**src/verilog/mpo_pkg.sv**
```systemverilog
package mpo_pkg;

  // ---------------------------------------------------------------------------
  // Register map
  // ---------------------------------------------------------------------------
  localparam int unsigned ADDR_W         = 2;
  localparam logic [1:0]  OFS_CONTROL    = 2'h0;
  localparam logic [1:0]  OFS_STATUS     = 2'h1;
  localparam logic [7:0]  CONTROL_RESET  = 8'h00;

  // Field positions of the control register.
  localparam int unsigned BIT_DEBUG      = 7;
  localparam int unsigned BIT_ROUTE_W    = 6;
  localparam int unsigned BIT_ROUTE_V    = 5;
  localparam int unsigned BIT_ROUTE_U    = 4;
  localparam int unsigned OFF_CODE_LSB   = 0;
  localparam int unsigned OFF_CODE_W     = 4;

  // Field positions of the status register.
  localparam int unsigned BIT_OFF_HOLD   = 0;
  localparam int unsigned BIT_OFF_APPLY  = 1;

  // ---------------------------------------------------------------------------
  // Timing
  // ---------------------------------------------------------------------------
  localparam int unsigned CLK_PERIOD_PS  = 20000;
  localparam int unsigned PERIPH_HZ      = 4000000;
  localparam int unsigned PERIPH_PER_STEP = 10;
  // One off-time step in picoseconds: ten peripheral periods, 2.5 us at 4 MHz.
  localparam int unsigned OFF_STEP_PS    = (1000000 / (PERIPH_HZ / 1000000)) * PERIPH_PER_STEP;
  // Least time, so rounded up to whole reference cycles.
  localparam int unsigned OFF_STEP_CYC   = (OFF_STEP_PS + CLK_PERIOD_PS - 1) / CLK_PERIOD_PS;
  localparam int unsigned OFF_CNT_W      = 12;

  // ---------------------------------------------------------------------------
  // Carriers
  // ---------------------------------------------------------------------------
  typedef struct packed {
    logic w;
    logic v;
    logic u;
  } mpo_phase_t;

  typedef struct packed {
    logic commutation;
    logic demag;
    logic zero_cross;
    logic speed_capture;
  } mpo_event_t;

  typedef struct packed {
    logic       switched_mode;
    logic       speed_measure_mode;
    logic       sensor_mode_select;
    logic       on_time_sampling_enable;
    logic [3:0] on_time_sample_delay;
  } mpo_mode_t;

endpackage : mpo_pkg

```
**src/verilog/mpo_top.sv**
```systemverilog
`timescale 1ns/1ps
`default_nettype none

module mpo_top (
  // Clock and reset
  input  wire logic                         ref_clk,
  input  wire logic                         reset_n,
  // Register port
  input  wire logic [mpo_pkg::ADDR_W-1:0]   reg_addr,
  input  wire logic [7:0]                   reg_wdata,
  input  wire logic                         reg_wr,
  input  wire logic                         reg_rd,
  output logic      [7:0]                   reg_rdata,
  // Compare PWM, events and operating mode from the motor core
  input  wire mpo_pkg::mpo_phase_t          compare_pwm,
  input  wire mpo_pkg::mpo_event_t          core_event,
  input  wire mpo_pkg::mpo_mode_t           core_mode,
  input  wire logic                         pwm_off_start,
  // Pins
  output logic                              phase_u_pulse_pin,
  output logic                              phase_v_pulse_pin,
  output logic                              phase_w_pulse_pin,
  output logic                              commutation_demag_monitor_pin,
  output logic                              zero_cross_monitor_pin,
  // Off-time state toward the PWM core
  output logic                              min_off_hold
);

  // ---------------------------------------------------------------------------
  // Address decode
  // ---------------------------------------------------------------------------
  // The status word has its own offset so that software can watch the off-time
  // engine without touching the control byte; it is read-only and writes to it
  // are dropped.
  logic ctl_sel;
  logic status_sel;
  logic ctl_wr;
  logic ctl_rd;
  logic status_rd;

  assign ctl_sel    = (reg_addr == mpo_pkg::OFS_CONTROL);
  assign status_sel = (reg_addr == mpo_pkg::OFS_STATUS);
  assign ctl_wr     = reg_wr & ctl_sel;
  assign ctl_rd     = reg_rd & ctl_sel;
  assign status_rd  = reg_rd & status_sel;

  // ---------------------------------------------------------------------------
  // Core mode and events
  // ---------------------------------------------------------------------------
  // The motor core drives these on this clock, so they are used as they come,
  // with no synchroniser and no extra latency in the way.
  logic       mode_switched;
  logic       mode_speed;
  logic       mode_sensor;
  logic       mode_on_sample;
  logic [3:0] mode_delay;
  logic       ev_commutation;
  logic       ev_demag;
  logic       ev_zero_cross;
  logic       ev_speed_capture;

  assign mode_switched    = core_mode.switched_mode;
  assign mode_speed       = core_mode.speed_measure_mode;
  assign mode_sensor      = core_mode.sensor_mode_select;
  assign mode_on_sample   = core_mode.on_time_sampling_enable;
  assign mode_delay       = core_mode.on_time_sample_delay;
  assign ev_commutation   = core_event.commutation;
  assign ev_demag         = core_event.demag;
  assign ev_zero_cross    = core_event.zero_cross;
  assign ev_speed_capture = core_event.speed_capture;

  // ---------------------------------------------------------------------------
  // Control register
  // ---------------------------------------------------------------------------
  logic [7:0] pwm_route_offtime_control_q;
  logic [7:0] pwm_route_offtime_control_d;
  logic       debug_event_mirror_enable;
  logic       phase_u_pulse_route_enable;
  logic       phase_v_pulse_route_enable;
  logic       phase_w_pulse_route_enable;
  logic [3:0] off_time_select;

  always_comb begin
    pwm_route_offtime_control_d = pwm_route_offtime_control_q;
    if (ctl_wr) begin
      pwm_route_offtime_control_d = reg_wdata;
    end
  end

  always_ff @(posedge ref_clk or negedge reset_n) begin
    if (!reset_n) begin
      pwm_route_offtime_control_q <= mpo_pkg::CONTROL_RESET;
    end else begin
      pwm_route_offtime_control_q <= pwm_route_offtime_control_d;
    end
  end

  assign debug_event_mirror_enable  = pwm_route_offtime_control_q[mpo_pkg::BIT_DEBUG];
  assign phase_w_pulse_route_enable = pwm_route_offtime_control_q[mpo_pkg::BIT_ROUTE_W];
  assign phase_v_pulse_route_enable = pwm_route_offtime_control_q[mpo_pkg::BIT_ROUTE_V];
  assign phase_u_pulse_route_enable = pwm_route_offtime_control_q[mpo_pkg::BIT_ROUTE_U];
  assign off_time_select =
    pwm_route_offtime_control_q[mpo_pkg::OFF_CODE_LSB +: mpo_pkg::OFF_CODE_W];

  // ---------------------------------------------------------------------------
  // Minimum off time
  // ---------------------------------------------------------------------------
  logic off_allow;
  logic off_hold;

  always_comb begin
    off_allow = 1'b1;
    if (mode_sensor) begin
      off_allow = 1'b0;
    end
    if (mode_on_sample) begin
      off_allow = 1'b0;
    end
    if (mode_delay != 4'h0) begin
      off_allow = 1'b0;
    end
  end

  mpo_offtime_timer #(
    .CNT_W    (mpo_pkg::OFF_CNT_W),
    .STEP_CYC (mpo_pkg::OFF_STEP_CYC)
  ) u_offtime (
    .ref_clk (ref_clk),
    .reset_n (reset_n),
    .start   (pwm_off_start),
    .allow   (off_allow),
    .code    (off_time_select),
    .hold    (off_hold)
  );

  // ---------------------------------------------------------------------------
  // Operating mode qualification
  // ---------------------------------------------------------------------------
  // Speed measurement wins over switched operation when the core reports both,
  // so the monitor pins never carry a mix of the two event sets.
  logic mirror_speed;
  logic mirror_switched;

  assign mirror_speed    = debug_event_mirror_enable & mode_speed;
  assign mirror_switched = debug_event_mirror_enable & ~mode_speed & mode_switched;

  // ---------------------------------------------------------------------------
  // Phase pulse routing
  // ---------------------------------------------------------------------------
  // Outputs are registered so that the pins never glitch on decode logic; this
  // costs one cycle of latency on every routed edge.
  logic pin_u_q;
  logic pin_v_q;
  logic pin_w_q;
  logic pin_u_d;
  logic pin_v_d;
  logic pin_w_d;

  always_comb begin
    pin_u_d = compare_pwm.u & phase_u_pulse_route_enable;
    pin_v_d = compare_pwm.v & phase_v_pulse_route_enable;
    pin_w_d = compare_pwm.w & phase_w_pulse_route_enable;
  end

  always_ff @(posedge ref_clk or negedge reset_n) begin
    if (!reset_n) begin
      pin_u_q <= 1'b0;
      pin_v_q <= 1'b0;
      pin_w_q <= 1'b0;
    end else begin
      pin_u_q <= pin_u_d;
      pin_v_q <= pin_v_d;
      pin_w_q <= pin_w_d;
    end
  end

  assign phase_u_pulse_pin = pin_u_q;
  assign phase_v_pulse_pin = pin_v_q;
  assign phase_w_pulse_pin = pin_w_q;

  // ---------------------------------------------------------------------------
  // Debug event mirror
  // ---------------------------------------------------------------------------
  // Events are mirrored level for level, one cycle late; commutation and demagnetisation
  // share one pin, so a scope cannot tell them apart when they coincide.
  logic mon_cd_q;
  logic mon_z_q;
  logic mon_cd_d;
  logic mon_z_d;

  always_comb begin
    mon_cd_d = 1'b0;
    mon_z_d  = 1'b0;
    if (mirror_speed) begin
      mon_cd_d = ev_commutation;
      mon_z_d  = ev_speed_capture;
    end else if (mirror_switched) begin
      mon_cd_d = ev_commutation | ev_demag;
      mon_z_d  = ev_zero_cross;
    end
  end

  always_ff @(posedge ref_clk or negedge reset_n) begin
    if (!reset_n) begin
      mon_cd_q <= 1'b0;
      mon_z_q  <= 1'b0;
    end else begin
      mon_cd_q <= mon_cd_d;
      mon_z_q  <= mon_z_d;
    end
  end

  assign commutation_demag_monitor_pin = mon_cd_q;
  assign zero_cross_monitor_pin        = mon_z_q;

  // ---------------------------------------------------------------------------
  // Off-time state toward the PWM core
  // ---------------------------------------------------------------------------
  // The registered copy trails the internal count by one cycle; the PWM core
  // must allow for that cycle when it decides to switch back on.
  logic hold_q;
  logic hold_d;

  always_comb begin
    hold_d = off_hold;
  end

  always_ff @(posedge ref_clk or negedge reset_n) begin
    if (!reset_n) begin
      hold_q <= 1'b0;
    end else begin
      hold_q <= hold_d;
    end
  end

  assign min_off_hold = hold_q;

  // ---------------------------------------------------------------------------
  // Status word
  // ---------------------------------------------------------------------------
  // The status word shows the internal count, one cycle ahead of the pin, and
  // whether the current mode lets a minimum off time apply at all.
  logic [7:0] status_word;

  always_comb begin
    status_word                         = 8'h00;
    status_word[mpo_pkg::BIT_OFF_HOLD]  = off_hold;
    status_word[mpo_pkg::BIT_OFF_APPLY] = off_allow;
  end

  // ---------------------------------------------------------------------------
  // Control readback
  // ---------------------------------------------------------------------------
  // Readback is rebuilt from the decoded fields, so a field that moves in the
  // package moves in the read data as well.
  logic [7:0] ctl_readback;

  always_comb begin
    ctl_readback                                               = 8'h00;
    ctl_readback[mpo_pkg::BIT_DEBUG]                           = debug_event_mirror_enable;
    ctl_readback[mpo_pkg::BIT_ROUTE_W]                         = phase_w_pulse_route_enable;
    ctl_readback[mpo_pkg::BIT_ROUTE_V]                         = phase_v_pulse_route_enable;
    ctl_readback[mpo_pkg::BIT_ROUTE_U]                         = phase_u_pulse_route_enable;
    ctl_readback[mpo_pkg::OFF_CODE_LSB +: mpo_pkg::OFF_CODE_W] = off_time_select;
  end

  // ---------------------------------------------------------------------------
  // Read path
  // ---------------------------------------------------------------------------
  // Read data stand for one cycle and fall back to zero, so a stale byte can
  // never be mistaken for a fresh read.
  logic [7:0] rdata_q;
  logic [7:0] rdata_d;

  always_comb begin
    rdata_d = 8'h00;
    if (ctl_rd) begin
      rdata_d = ctl_readback;
    end else if (status_rd) begin
      rdata_d = status_word;
    end
  end

  always_ff @(posedge ref_clk or negedge reset_n) begin
    if (!reset_n) begin
      rdata_q <= 8'h00;
    end else begin
      rdata_q <= rdata_d;
    end
  end

  assign reg_rdata = rdata_q;

endmodule : mpo_top

`default_nettype wire

```
**src/verilog/mpo_offtime_timer.sv**
```systemverilog
`timescale 1ns/1ps
`default_nettype none

module mpo_offtime_timer #(
  parameter int unsigned CNT_W    = mpo_pkg::OFF_CNT_W,
  parameter int unsigned STEP_CYC = mpo_pkg::OFF_STEP_CYC
) (
  // Clock and reset
  input  wire logic                         ref_clk,
  input  wire logic                         reset_n,
  // Control
  input  wire logic                         start,
  input  wire logic                         allow,
  input  wire logic [mpo_pkg::OFF_CODE_W-1:0] code,
  // State
  output logic                              hold
);

  logic [CNT_W-1:0] cnt_q;
  logic [CNT_W-1:0] cnt_d;
  logic [CNT_W-1:0] load_val;

  assign load_val = CNT_W'(({{(CNT_W-mpo_pkg::OFF_CODE_W){1'b0}}, code} + CNT_W'(1)) * CNT_W'(STEP_CYC));

  always_comb begin
    cnt_d = cnt_q;
    if (!allow) begin
      cnt_d = '0;
    end else if (start) begin
      cnt_d = load_val;
    end else if (cnt_q != '0) begin
      cnt_d = cnt_q - CNT_W'(1);
    end
  end

  always_ff @(posedge ref_clk or negedge reset_n) begin
    if (!reset_n) begin
      cnt_q <= '0;
    end else begin
      cnt_q <= cnt_d;
    end
  end

  assign hold = (cnt_q != '0);

endmodule : mpo_offtime_timer

`default_nettype wire

```
**config.mk**
```make
export PLATFORM = sky130hd
export DESIGN_NAME = mpo_top
export DESIGN_NICKNAME = d
export VERILOG_FILES = /design/src/verilog/mpo_pkg.sv /design/src/verilog/mpo_top.sv /design/src/verilog/mpo_offtime_timer.sv
export SDC_FILE = /design/constraint.sdc
export NUM_CORES = 1
export LEC_CHECK = 0
export BUFFER_PORTS_ARGS = -buffer_cell sky130_fd_sc_hd__buf_4
export CORE_ASPECT_RATIO = 1.5
export CORE_MARGIN = 2
export CORE_UTILIZATION = 40
export DETAILED_ROUTE_END_ITERATION = 8
export SKIP_LAST_GASP = 1
export SLEW_MARGIN = 20
export SYNTH_ARGS = -nofsm -noshare
export SYNTH_HDL_FRONTEND = slang
export SYNTH_SLANG_ARGS = --single-unit
```
**constraint.sdc**
```tcl
create_clock -name ref_clk -period 4.05 [get_ports ref_clk]
set_input_delay 1.215 -clock ref_clk [delete_from_list [all_inputs] [get_ports ref_clk]]
set_output_delay 1.215 -clock ref_clk [all_outputs]
set_load 0.01 [all_outputs]
```
==> run_results.csv, run 1 <==
group,metric,value,unit
route,drcViolationCount,0,
timing,rsz0062_at_grt,"false",
critical_path,path_buf_inv,3,
timing,fin_skew,8.48,ps
timing,finalHoldViolCount,0,
critical_path,critPathArrivalTime,4070,ps
critical_path,slowest_delay,580,ps
die,core,5740,um2
cts,worstSkewPairLatency,290,ps
power,internal_power,1.25,mW
critical_path,cp_data_required_time,4250,ps
grt,grt_pass1_wl,8.14,mm
route,first_pass_iters,5,
yosys,synthCells,234,
final_layout,multi_input_area,1430,um2
min_path,min_path_type,"flip-flop to flip-flop",
cts,h-tree-depth,2,
route,drt-total-wl,4.68,mm
die,die_y,97.9,um
grt,grt_pass1_vias,1792,
critical_path,crit_slowest_cell,"fa_1",
route,vias,1734,
timing,slew-limit-headroom,53.7,%
yosys,syn_area,2350,um2
timing,report.final.slew_viol_count,0,
grt,antenna_found_initial,0,
route,drt-initial-drc-count,81,
cts,cts_tree,"done",
timing,min_period_over_period,95.4,%
power,p_sw_share,41.5,%
route,post_drt_wl_per_cell,12.9,um
cts,cts_sinks,34,
placement,place_ws,-19.2,ps
timing,setup_viol,0,
route,vias_per_cell,4.78,
power,pwr-share-seq,18.2,%
yosys,synth_cell_types,41,
run_status,status,"completed",
critical_path,path_cells,"ha_4 -> and3_4 -> fa_1 -> inv_2 -> fa_1 -> inv_1 -> fa_1 -> inv_1 -> ha_4 -> nor2_1 -> a21oi_2 -> a31oi_2 -> or3b_2 -> a31oi_1",
cts,hold_buffers,0,
grt,grt_start_max_net_pins,35,
timing,fin_ws,184,ps
critical_path,crit_path_end_kind,"flip-flop",
critical_path,crit_fanout,3,
yosys,synth_area_per_cell,10.1,um2
yosys,ys_seq_area_share,36.2,%
critical_path,startpoint_type,"flip-flop",
timing,period_minus_slack,3870,ps
grt,grt_use_total,16.2,%
final_layout,seqCellArea,853,um2
timing,worstMarginPinSlew,692,ps
die,rows,34,
critical_path,path_class,"flip-flop to flip-flop",
flow_run,maxCapViolCount,0,
cts,numCtsBuffers,5,
power,clkPwrFrac,15.2,%
die,die-area,6530,um2
final_layout,layout-drive-gt1-share,30.2,%
grt,grt-ovfl-total,0,
final_layout,diodes,0,
route,ant_nets,0,
power,p_comb_share,66.7,%
critical_path,r2r.worst_path.cells,14,
timing,fmax,0.259,GHz
final_layout,fillers,567,
power,peakVddDrop,656,uV
power,power.switching,884,uW
critical_path,crit_top_cell,"fa_1",
placement,portBuffers,43,
placement,dp_hpwl,3.77,mm
min_path,whs_path_depth,1,
critical_path,cp.depth,14,
final_layout,area_growth,27.3,%
cts,clock-root-buffer,"clkbuf_8",
power,leakagePower,1.50,nW
cts,clock_path_buffers,2,
yosys,synth_nets,296,
placement,place_inst,349,
placement,place.gp.congestion,0.749,
cts,clk_pin_slew,70,ps
yosys,ys_ff_latch,34,
die,pin_count,44,
critical_path,regToRegSetupSlack,180,ps
final_layout,nets,352,
die,die_w,66.6,um
timing,whs,491,ps
yosys,synth_warnings,0,
critical_path,cp_top_family,"adder cells",
final_layout,final_cell_count_no_fill,363,
die,initial_core_util,41.0,%
power,pwr_density_cell,711,nW/um2
==> power by group through the flow <==
stage | Clock, mW | Sequential, mW | Combinational (mW)
after floorplan | 0 | 0.397 | 0.935
after global placement | 0 | 0.392 | 1.23
after detailed placement | 0 | 0.393 | 1.25
after CTS | 0.326 | 0.386 | 1.27
after global routing | 0.341 | 0.390 | 1.61
final | 0.324 | 0.387 | 1.42
==> metrics by stage <==
| stage | area (um2) | power, mW | utilization [%] | TNS, ps |
|---|---|---|---|---|
| after global routing | 3000 | 2.34 | 52.2 | 0 |
| final | 3000 | 2.13 | 52.2 | 0 |
| after floorplan | 2370 | 1.33 | - | 0 |
| after global placement | 2800 | 1.62 | 48.7 | 0 |
| after CTS | 2930 | 1.98 | 51.0 | 0 |
| after detailed placement | 2800 | 1.64 | 48.7 | -19.2 |
==> state kept, by name (all words and copies together) (netlist names) <==
name and flops:
commutation_demag_monitor_pin 1, ctl_readback 8, min_off_hold 1, phase_u_pulse_pin 1
phase_v_pulse_pin 1, phase_w_pulse_pin 1, reg_rdata 8, u_offtime.cnt_q 12
zero_cross_monitor_pin 1
==> final timing paths <==
| path | start | end |
|---|---|---|
| min in group asynchronous | reset_n | phase_u_pulse_pin |
| min | ctl_readback[4] | phase_u_pulse_pin |
| max in group asynchronous | reset_n | ctl_readback[2] |
| max | ctl_readback[1] | u_offtime.cnt_q[9] |
| max reg2reg | ctl_readback[1] | u_offtime.cnt_q[9] |
| min reg2reg | ctl_readback[4] | phase_u_pulse_pin |
==> area by class of cell <==
class,instances,share of cell area [%]
Clock buffer,7,2.88
Timing Repair Buffer,54,13.5
Clock inverter,1,1.00
Inverter,28,3.51
Sequential cell,34,28.5
Multi-Input combinational cell,167,47.6
Tap cell,72,3.01
==> timing repair <==
item | 4_1_cts | 5_1_grt
endpoints found under the setup margin | 1 | 3
setup buffers | 2 | 4
gates resized for setup | 0 | 8
pin swaps | 1 | 4
cloned | 0 | 0
==> per-layer routing <==
metal  GRT usage, %  up-vias  wire length [um]
li1               -      893                 -
met1           19.3      813              1880
met2           29.0       23              2630
met3           2.07        5                92
met4           5.65        0                79
met5              0        -                 0
==> Yosys cell counts (all sizes together) <==
cell | count | share of area, %
dfrtp | 34 | 36
inv | 28 | 4.5
nor2 | 24 | 3.8
ha | 22 | 12
xnor2 | 14 | 5.2
and2 | 12 | 3.2
fa | 10 | 8.5
nand2 | 10 | 1.6
a21oi | 9 | 1.9
o21ai | 8 | 2.2
a211oi | 7 | 2.4
mux2 | 7 | 3.3
nor3 | 6 | 1.3
nand3 | 5 | 1.1
xor2 | 4 | 1.5
and3 | 3 | 0.80
clkbuf | 3 | 0.48
mux2i | 3 | 1.3
nand2b | 3 | 0.80
or3b | 3 | 1.1
a31oi | 2 | 0.53
buf | 2 | 0.53
nor4 | 2 | 1.2
o31a | 2 | 0.74
or3 | 2 | 0.74
a221oi | 1 | 0.37
a31o | 1 | 0.37
and4b | 1 | 0.43
nor2b | 1 | 0.27
nor3b | 1 | 0.53
o21bai | 1 | 0.32
o311ai | 1 | 0.37
or2b | 1 | 0.32
or4 | 1 | 0.48
==> logic make-up (layout without fill, tap and decap cells) <==
| kind of cell | after synthesis | after routing | synth area share [%] |
|---|---|---|---|
| muxes | 10 | 10 | 4.63 |
| adders and majority gates | 32 | 32 | 20.2 |
| xor gates and xnor gates | 18 | 18 | 6.70 |
| and+or+nand+nor | 75 | 75 | 17.6 |
| buffers and inverters | 33 | 90 | 5.48 |
| AOI/OAI and AO/OA | 32 | 32 | 9.25 |
| DFF | 34 | 34 | 36.2 |
==> cells in the final DEF (no fill, tap or decap), drive strengths merged <==
cell type / synthesis / layout
mux2: 7 / 7
nor2: 24 / 24
inv: 28 / 28
nor2b: 1 / 1
xor2: 4 / 4
a21oi: 9 / 9
or3b: 3 / 3
or2b: 1 / 1
o21ai: 8 / 8
and3: 3 / 3
and2: 12 / 12
nor3: 6 / 6
o21bai: 1 / 1
nand2b: 3 / 3
or4: 1 / 1
xnor2: 14 / 14
fa: 10 / 10
ha: 22 / 22
buf: 2 / 54
and4b: 1 / 1
nor3b: 1 / 1
mux2i: 3 / 3
a221oi: 1 / 1
clkbuf: 3 / 7
or3: 2 / 2
nand2: 10 / 10
o311ai: 1 / 1
bufinv: 0 / 1
a31oi: 2 / 2
dfrtp: 34 / 34
nand3: 5 / 5
a211oi: 7 / 7
a31o: 1 / 1
nor4: 2 / 2
o31a: 2 / 2
==> worst reg2reg max path: stages (launching register included) <==
cell and delay [ps]:
dfrtp_1 440, ha_4 200, and3_4 180, fa_1 580
inv_2 60, fa_1 530, inv_1 50, fa_1 520
inv_1 60, ha_4 270, nor2_1 50, a21oi_2 140
a31oi_2 110, or3b_2 450, a31oi_1 140
(Power assumes the default switching activity.)
==> run 2, diff against run 1 <==
--- a/config.mk
+++ b/config.mk
@@ -5,6 +5,7 @@
 export SDC_FILE = /design/constraint.sdc
 export NUM_CORES = 1
 export LEC_CHECK = 0
+export ABC_AREA = 1
 export BUFFER_PORTS_ARGS = -buffer_cell sky130_fd_sc_hd__buf_4
 export CORE_ASPECT_RATIO = 1.5
 export CORE_MARGIN = 2
==> run_results.csv, run 2 <==
group,metric,value,unit
run_status,status,"completed",
cts,clock_path_buffers,2,
cts,hold_buffers,0,
power,pwr_density_cell,688,nW/um2
route,vias_per_cell,4.66,
yosys,synth_cell_types,25,
critical_path,crit_top_cell,"inv_1",
yosys,synth_warnings,0,
yosys,ys_seq_area_share,34.5,%
grt,grt_use_total,17.5,%
critical_path,critPathArrivalTime,3950,ps
final_layout,seqCellArea,855,um2
min_path,hold_path_end,"phase_w_pulse_pin",
timing,report.final.slew_viol_count,0,
yosys,syn_area,2470,um2
final_layout,final_cell_count_no_fill,453,
grt,antenna_found_initial,0,
yosys,async_flop_share,100,%
critical_path,cp_data_required_time,4220,ps
route,drcViolationCount,0,
final_layout,area_growth,25.0,%
yosys,synth_most_common_cell,"inv_1",
final_layout,mostFrequentLayoutCell,"inv_1",
final_layout,nets,440,
critical_path,path_class,"flip-flop to flip-flop",
timing,finalHoldViolCount,0,
power,peakVddDrop,588,uV
timing,fmax,0.265,GHz
route,drt-total-wl,5.32,mm
yosys,synthTopCellsByCount,"68 x inv_1, 64 x nand2_1, 47 x nor2_1",
power,finalPower,2.12,mW
critical_path,path_buf_inv,4,
grt,grt-ovfl-total,0,
final_layout,largest_reg_flops,12,
yosys,synth_nets,389,
min_path,hold_start,"ctl_readback[6]",
die,core,6040,um2
final_layout,diodes,0,
route,ant_nets,0,
cts,clk_pin_slew,70,ps
cts,worstSkewPairLatency,280,ps
final_layout,finalInstanceArea,3090,um2
timing,whs,459,ps
min_path,whs_path_depth,2,
yosys,synth_area_per_cell,7.55,um2
flow_run,maxCapViolCount,0,
final_layout,multi_input_area,1380,um2
die,pin_count,44,
critical_path,worstReg2RegEnd,"u_offtime.cnt_q[7]",
placement,portBuffers,43,
final_layout,layout-drive-gt1-share,19.3,%
timing,min_period_over_period,93.3,%
power,leakagePower,1.77,nW
critical_path,slowest_delay,540,ps
yosys,synth-edff-count,0,
placement,placed_area,2880,um2
placement,place.gp.congestion,0.805,
critical_path,regToRegSetupSlack,270,ps
critical_path,cp_top_family,"adder cells",
die,die-area,6830,um2
critical_path,crit_slowest_cell,"fa_1",
grt,grt_start_max_net_pins,35,
route,vias,2113,
min_path,min_path_type,"flip-flop to flip-flop",
yosys,yosysTopAreaCell,"dfrtp_1",
yosys,synth_area_leaders,"dfrtp_1 34%, ha_1 11%, inv_1 10%",
grt,grt_pass1_wl,9.07,mm
route,drt-initial-drc-count,101,
critical_path,path_cells,"ha_4 -> xor2_2 -> inv_1 -> fa_1 -> inv_1 -> fa_1 -> inv_1 -> fa_1 -> inv_1 -> ha_1 -> a21oi_1 -> nand2_1 -> a21oi_1 -> o21ai_0 -> o21ai_0 -> nor2_1",
final_layout,largest-register,"u_offtime.cnt_q",
critical_path,crit_path_end_kind,"flip-flop",
yosys,synth_flop_cell,"dfrtp_1",
die,rows,35,
die,die_w,68.1,um
timing,slew-limit-headroom,67.6,%
cts,numCtsBuffers,5,
final_layout,post-route-util,51.1,%
placement,dp_hpwl,4.43,mm
cts,cts_tree,"done",
timing,setup_viol,0,
timing,fin_skew,7.04,ps
critical_path,r2r.worst_path.cells,16,
final_layout,layout_common_cells,"68 x inv_1, 63 x nand2_1, 47 x nor2_1, 47 x buf_4, 31 x dfrtp_1",
grt,grt_pass1_vias,2049,
yosys,ys_ff_latch,34,
route,post_drt_wl_per_cell,11.8,um
route,first_pass_iters,4,
final_layout,fillers,597,
timing,worstMarginPinSlew,486,ps
cts,h-tree-depth,2,
critical_path,startpoint_type,"flip-flop",
placement,place_inst,443,
cts,cts_sinks,34,
yosys,netlist.area_leader.share,34.5,%
critical_path,crit_fanout,5,
timing,period_minus_slack,3780,ps
die,die_y,100,um
yosys,synthCells,327,
critical_path,regToRegStartpoint,"ctl_readback[1]",
cts,clock-root-buffer,"clkbuf_8",
die,initial_core_util,40.8,%
-- run 2: cell count changes after synthesis, moves of 6 or more --
cell	delta
nand3_1	+17
and2_1	-12
a211oi_1	-6
mux2_2	-6
a21oi_1	+10
nand2_1	+54
inv_1	+41
nor2_1	+23
o21ai_0	+11
xnor2_1	-14
-- run 2: worst min-delay path, stage by stage, from the launching register on --
cell     delay, ps
dfrtp_1        350
nand2_1         50
inv_1           40
-- run 2: metrics by stage --
step / setup TNS [ps] / setup WS [ps]
finish: 0 / 270
global route: -9.02 / -6.17
CTS: 0 / 93.9
detailed placement: 0 / 119
global placement: 0 / 159
floorplan: 0 / 170
-- run 2: cells by family after synthesis --
kind of cell    after synthesis  synth area share (%)
compound gates               40                  8.36
xor+xnor                      2                 0.710
mux                           1                 0.456
buf+inv                      72                  11.2
fa+ha+maj                    32                  19.3
simple gates                146                  25.5
flops                        34                  34.5
-- run 2: cell type report --
cell class                      instances  share of cell area (%)
Multi-Input combinational cell        221                    44.9
Sequential cell                        34                    27.7
Timing Repair Buffer                   47                    11.4
Inverter                               69                    8.39
Tap cell                               74                    3.00
Clock buffer                            6                    2.68
Clock inverter                          2                    1.95
-- run 2: timing repair --
item	4_1_cts	5_1_grt
endpoints found under the setup margin	0	5
resized for setup	0	10
setup buffers	0	2
hold endpoints to repair	0	0
-- run 2: per-layer routing --
layer / wire length [um] / part of all wire (%) / global-route usage [%] / up-vias
li1: - / - / - / 1106
met1: 2110 / 40 / 20.4 / 976
met2: 3010 / 57 / 31.8 / 26
met3: 118 / 2.2 / 2.35 / 5
met4: 81 / 1.5 / 5.54 / 0
met5: 0 / 0 / 0 / -
-- run 2: power breakdown --
group	total, mW	switching [mW]	leakage, nW	internal [mW]
Clock	0.382	0.120	0.0714	0.263
Combinational	1.36	0.820	1.26	0.536
Sequential	0.385	0.0199	0.438	0.365
-- run 2: worst max path at each step --
stage,cells after the start,to,start
after floorplan,18,u_offtime.cnt_q[11],ctl_readback[0]
final,16,u_offtime.cnt_q[7],ctl_readback[1]
after CTS,18,u_offtime.cnt_q[11],ctl_readback[1]
after global placement,18,u_offtime.cnt_q[11],ctl_readback[1]
after global routing,16,u_offtime.cnt_q[7],ctl_readback[1]
after detailed placement,18,u_offtime.cnt_q[11],ctl_readback[1]
==> run 3, diff against run 2 <==
--- a/config.mk
+++ b/config.mk
@@ -15,4 +15,5 @@
 export SLEW_MARGIN = 20
 export SYNTH_ARGS = -nofsm -noshare
 export SYNTH_HDL_FRONTEND = slang
+export SYNTH_HIERARCHICAL = 1
 export SYNTH_SLANG_ARGS = --single-unit
==> run_results.csv, run 3 <==
group,metric,value,unit
cts,clock_path_buffers,2,
timing,report.final.slew_viol_count,0,
placement,place_ws,265,ps
yosys,synth-edff-count,0,
route,drcViolationCount,0,
route,vias_per_cell,4.74,
route,ant_nets,0,
cts,clk_pin_slew,80,ps
die,initial_core_util,41.2,%
die,core,6130,um2
cts,cts_tree,"done",
final_layout,layout-drive-gt1-share,21.3,%
final_layout,diodes,0,
timing,period_minus_slack,3790,ps
placement,portBuffers,43,
timing,setup_viol,0,
final_layout,largest-register,"u_offtime/cnt_q",
final_layout,area_growth,21.8,%
yosys,synthTopCellsByCount,"68 x nand2_1, 63 x inv_1, 44 x nor2_1",
timing,slew-limit-headroom,70.1,%
timing,fmax,0.264,GHz
grt,grt_start_max_net_pins,35,
route,dr_wl_met2,3.23,mm
yosys,synth_area_per_cell,7.78,um2
cts,worstSkewPairLatency,290,ps
yosys,synth_xor_area_share,1.73,%
route,drt-initial-drc-count,87,
power,peakVddDrop,247,uV
timing,finalHoldViolCount,0,
route,vias,2132,
die,rows,35,
cts,numCtsBuffers,5,
timing,min_period_over_period,93.6,%
min_path,min_path_type,"flip-flop to flip-flop",
run_status,status,"completed",
placement,placed_area,2950,um2
cts,cts_setup_buffers,0,
die,die_w,68.9,um
critical_path,crit_path_end_kind,"flip-flop",
route,first_pass_iters,4,
critical_path,cp_data_required_time,4230,ps
timing,fin_ws,259,ps
min_path,hold_start,"ctl_readback[4]",
critical_path,regToRegStartpoint,"ctl_readback[1]",
power,finalPower,1.96,mW
die,die-area,6990,um2
yosys,yosys.area_share.simple,27.3,%
final_layout,final_cell_count_no_fill,450,
yosys,synth_mux_area_share,0,%
cts,clock-root-buffer,"clkbuf_8",
critical_path,slowest_delay,580,ps
placement,place_inst,442,
die,die_y,101,um
placement,dp_hpwl,4.49,mm
critical_path,path_cells,"ha_1 -> nand2_1 -> nor2_1 -> fa_1 -> inv_1 -> fa_1 -> inv_1 -> fa_1 -> inv_1 -> ha_1 -> a21oi_1 -> nand2_1 -> a21oi_1 -> o21ai_0 -> nand2_1 -> nor2_1",
yosys,synth_area_leaders,"dfrtp_1 34%, ha_1 11%, nand2_1 10%",
yosys,syn_area,2530,um2
flow_run,maxCapViolCount,0,
route,drt-total-wl,5.51,mm
yosys,yosysTopAreaCell,"dfrtp_1",
yosys,synth_warnings,6,
critical_path,cp_top_family,"adder cells",
route,wl_met3,191,um
yosys,synth_top_family_by_area,"simple AND/OR/NAND/NOR gates",
critical_path,crit_fanout,4,
final_layout,mostFrequentLayoutCell,"nand2_1",
power,pwr_density_cell,637,nW/um2
critical_path,path_buf_inv,3,
route,met1_length,2.02,mm
yosys,async_flop_share,100,%
grt,grt_pass1_wl,9.14,mm
yosys,synth_nets,387,
grt,grt_pass1_vias,2099,
power,leakagePower,1.73,nW
cts,cts_sinks,34,
yosys,netlist.area_leader.share,33.6,%
route,post_drt_wl_per_cell,12.3,um
yosys,ys_ff_latch,34,
yosys,synth_cell_types,27,
critical_path,critPathArrivalTime,3970,ps
critical_path,critPathLaunch,"ctl_readback[1]",
yosys,synth_adder_area_share,18.8,%
placement,place.gp.congestion,0.760,
grt,antenna_found_initial,0,
grt,grt-ovfl-total,0,
cts,h-tree-depth,2,
yosys,synth_most_common_cell,"nand2_1",
yosys,ys_seq_area_share,33.6,%
timing,fin_skew,4.22,ps
route,top_layer_used,"met4",
grt,grt_use_total,17.6,%
final_layout,layout_common_cells,"68 x nand2_1, 63 x inv_1, 46 x buf_4",
final_layout,largest_reg_flops,12,
critical_path,path_class,"flip-flop to flip-flop",
critical_path,crit_slowest_cell,"fa_1",
die,pin_count,44,
yosys,synth_compound_area_share,8.16,%
critical_path,startpoint_type,"flip-flop",
timing,worstMarginPinSlew,448,ps
final_layout,finalInstanceArea,3080,um2
yosys,synthCells,325,
final_layout,nets,437,
yosys,synth_flop_cell,"dfrtp_1",
-- run 3: power breakdown --
group	leakage, nW	switching (mW)	internal [mW]
registers	0.442	0.0167	0.366
logic	1.24	0.760	0.501
clock network	0.0504	0.133	0.183
-- run 3: cell families (layout without fill, tap and decap cells) --
group | after synthesis | count (layout)
adder cells (fa/ha/maj) | 32 | 32
AO/OA/AOI/OAI | 34 | 34
XOR/XNOR | 5 | 5
AND/OR/NAND/NOR | 153 | 153
flip-flops | 34 | 34
buffers and inverters | 67 | 118
-- run 3: layer usage --
layer	vias to the layer above	global-route usage, %
li1	1099	-
met1	988	17.8
met2	38	34.5
met3	7	3.33
met4	0	5.43
met5	-	0
-- run 3: through the flow --
stage | hold WS (ps) | util, % | setup TNS [ps]
after floorplan | 431 | - | 0
after global placement | 447 | 48.1 | 0
after detailed placement | 460 | 48.1 | 0
after CTS | 476 | 49.9 | 0
after global routing | 508 | 50.2 | -17.2
final | 470 | 50.2 | 0
-- run 3: final timing paths --
kind | slack [ps] | endpoint | cells past startpoint
max | 260 | u_offtime/cnt_q[7] | 16
min | 470 | phase_u_pulse_pin | 2
max reg2reg | 260 | u_offtime/cnt_q[7] | 16
min reg2reg | 470 | phase_u_pulse_pin | 2
max in group asynchronous | 2840 | ctl_readback[2] | 1
min in group asynchronous | 870 | u_offtime/cnt_q[9] | 1
-- run 3: worst register-to-register path: cells and delay by family, from the launching register on --
| kind | cells | cell delay (ps) |
|---|---|---|
| fa+ha+maj | 5 | 2220 |
| simple gates | 5 | 430 |
| flops | 1 | 420 |
| compound gates | 3 | 410 |
| buf+inv | 3 | 200 |
-- run 3: repair_timing --
item                       in CTS  in global routing
hold buffers                    0                  0
resized for setup               0                  4
hold endpoints to repair        0                  0
setup endpoints to repair       0                  4
-- run 3: final cells by class --
type,instances,area [um2]
fill,636,3050
multi-input combinational,224,1430
sequential,34,852
timing repair buffer,46,345
inverter,64,243
tap,74,92.6
clock buffer,5,68.8
clock inverter,3,45.0
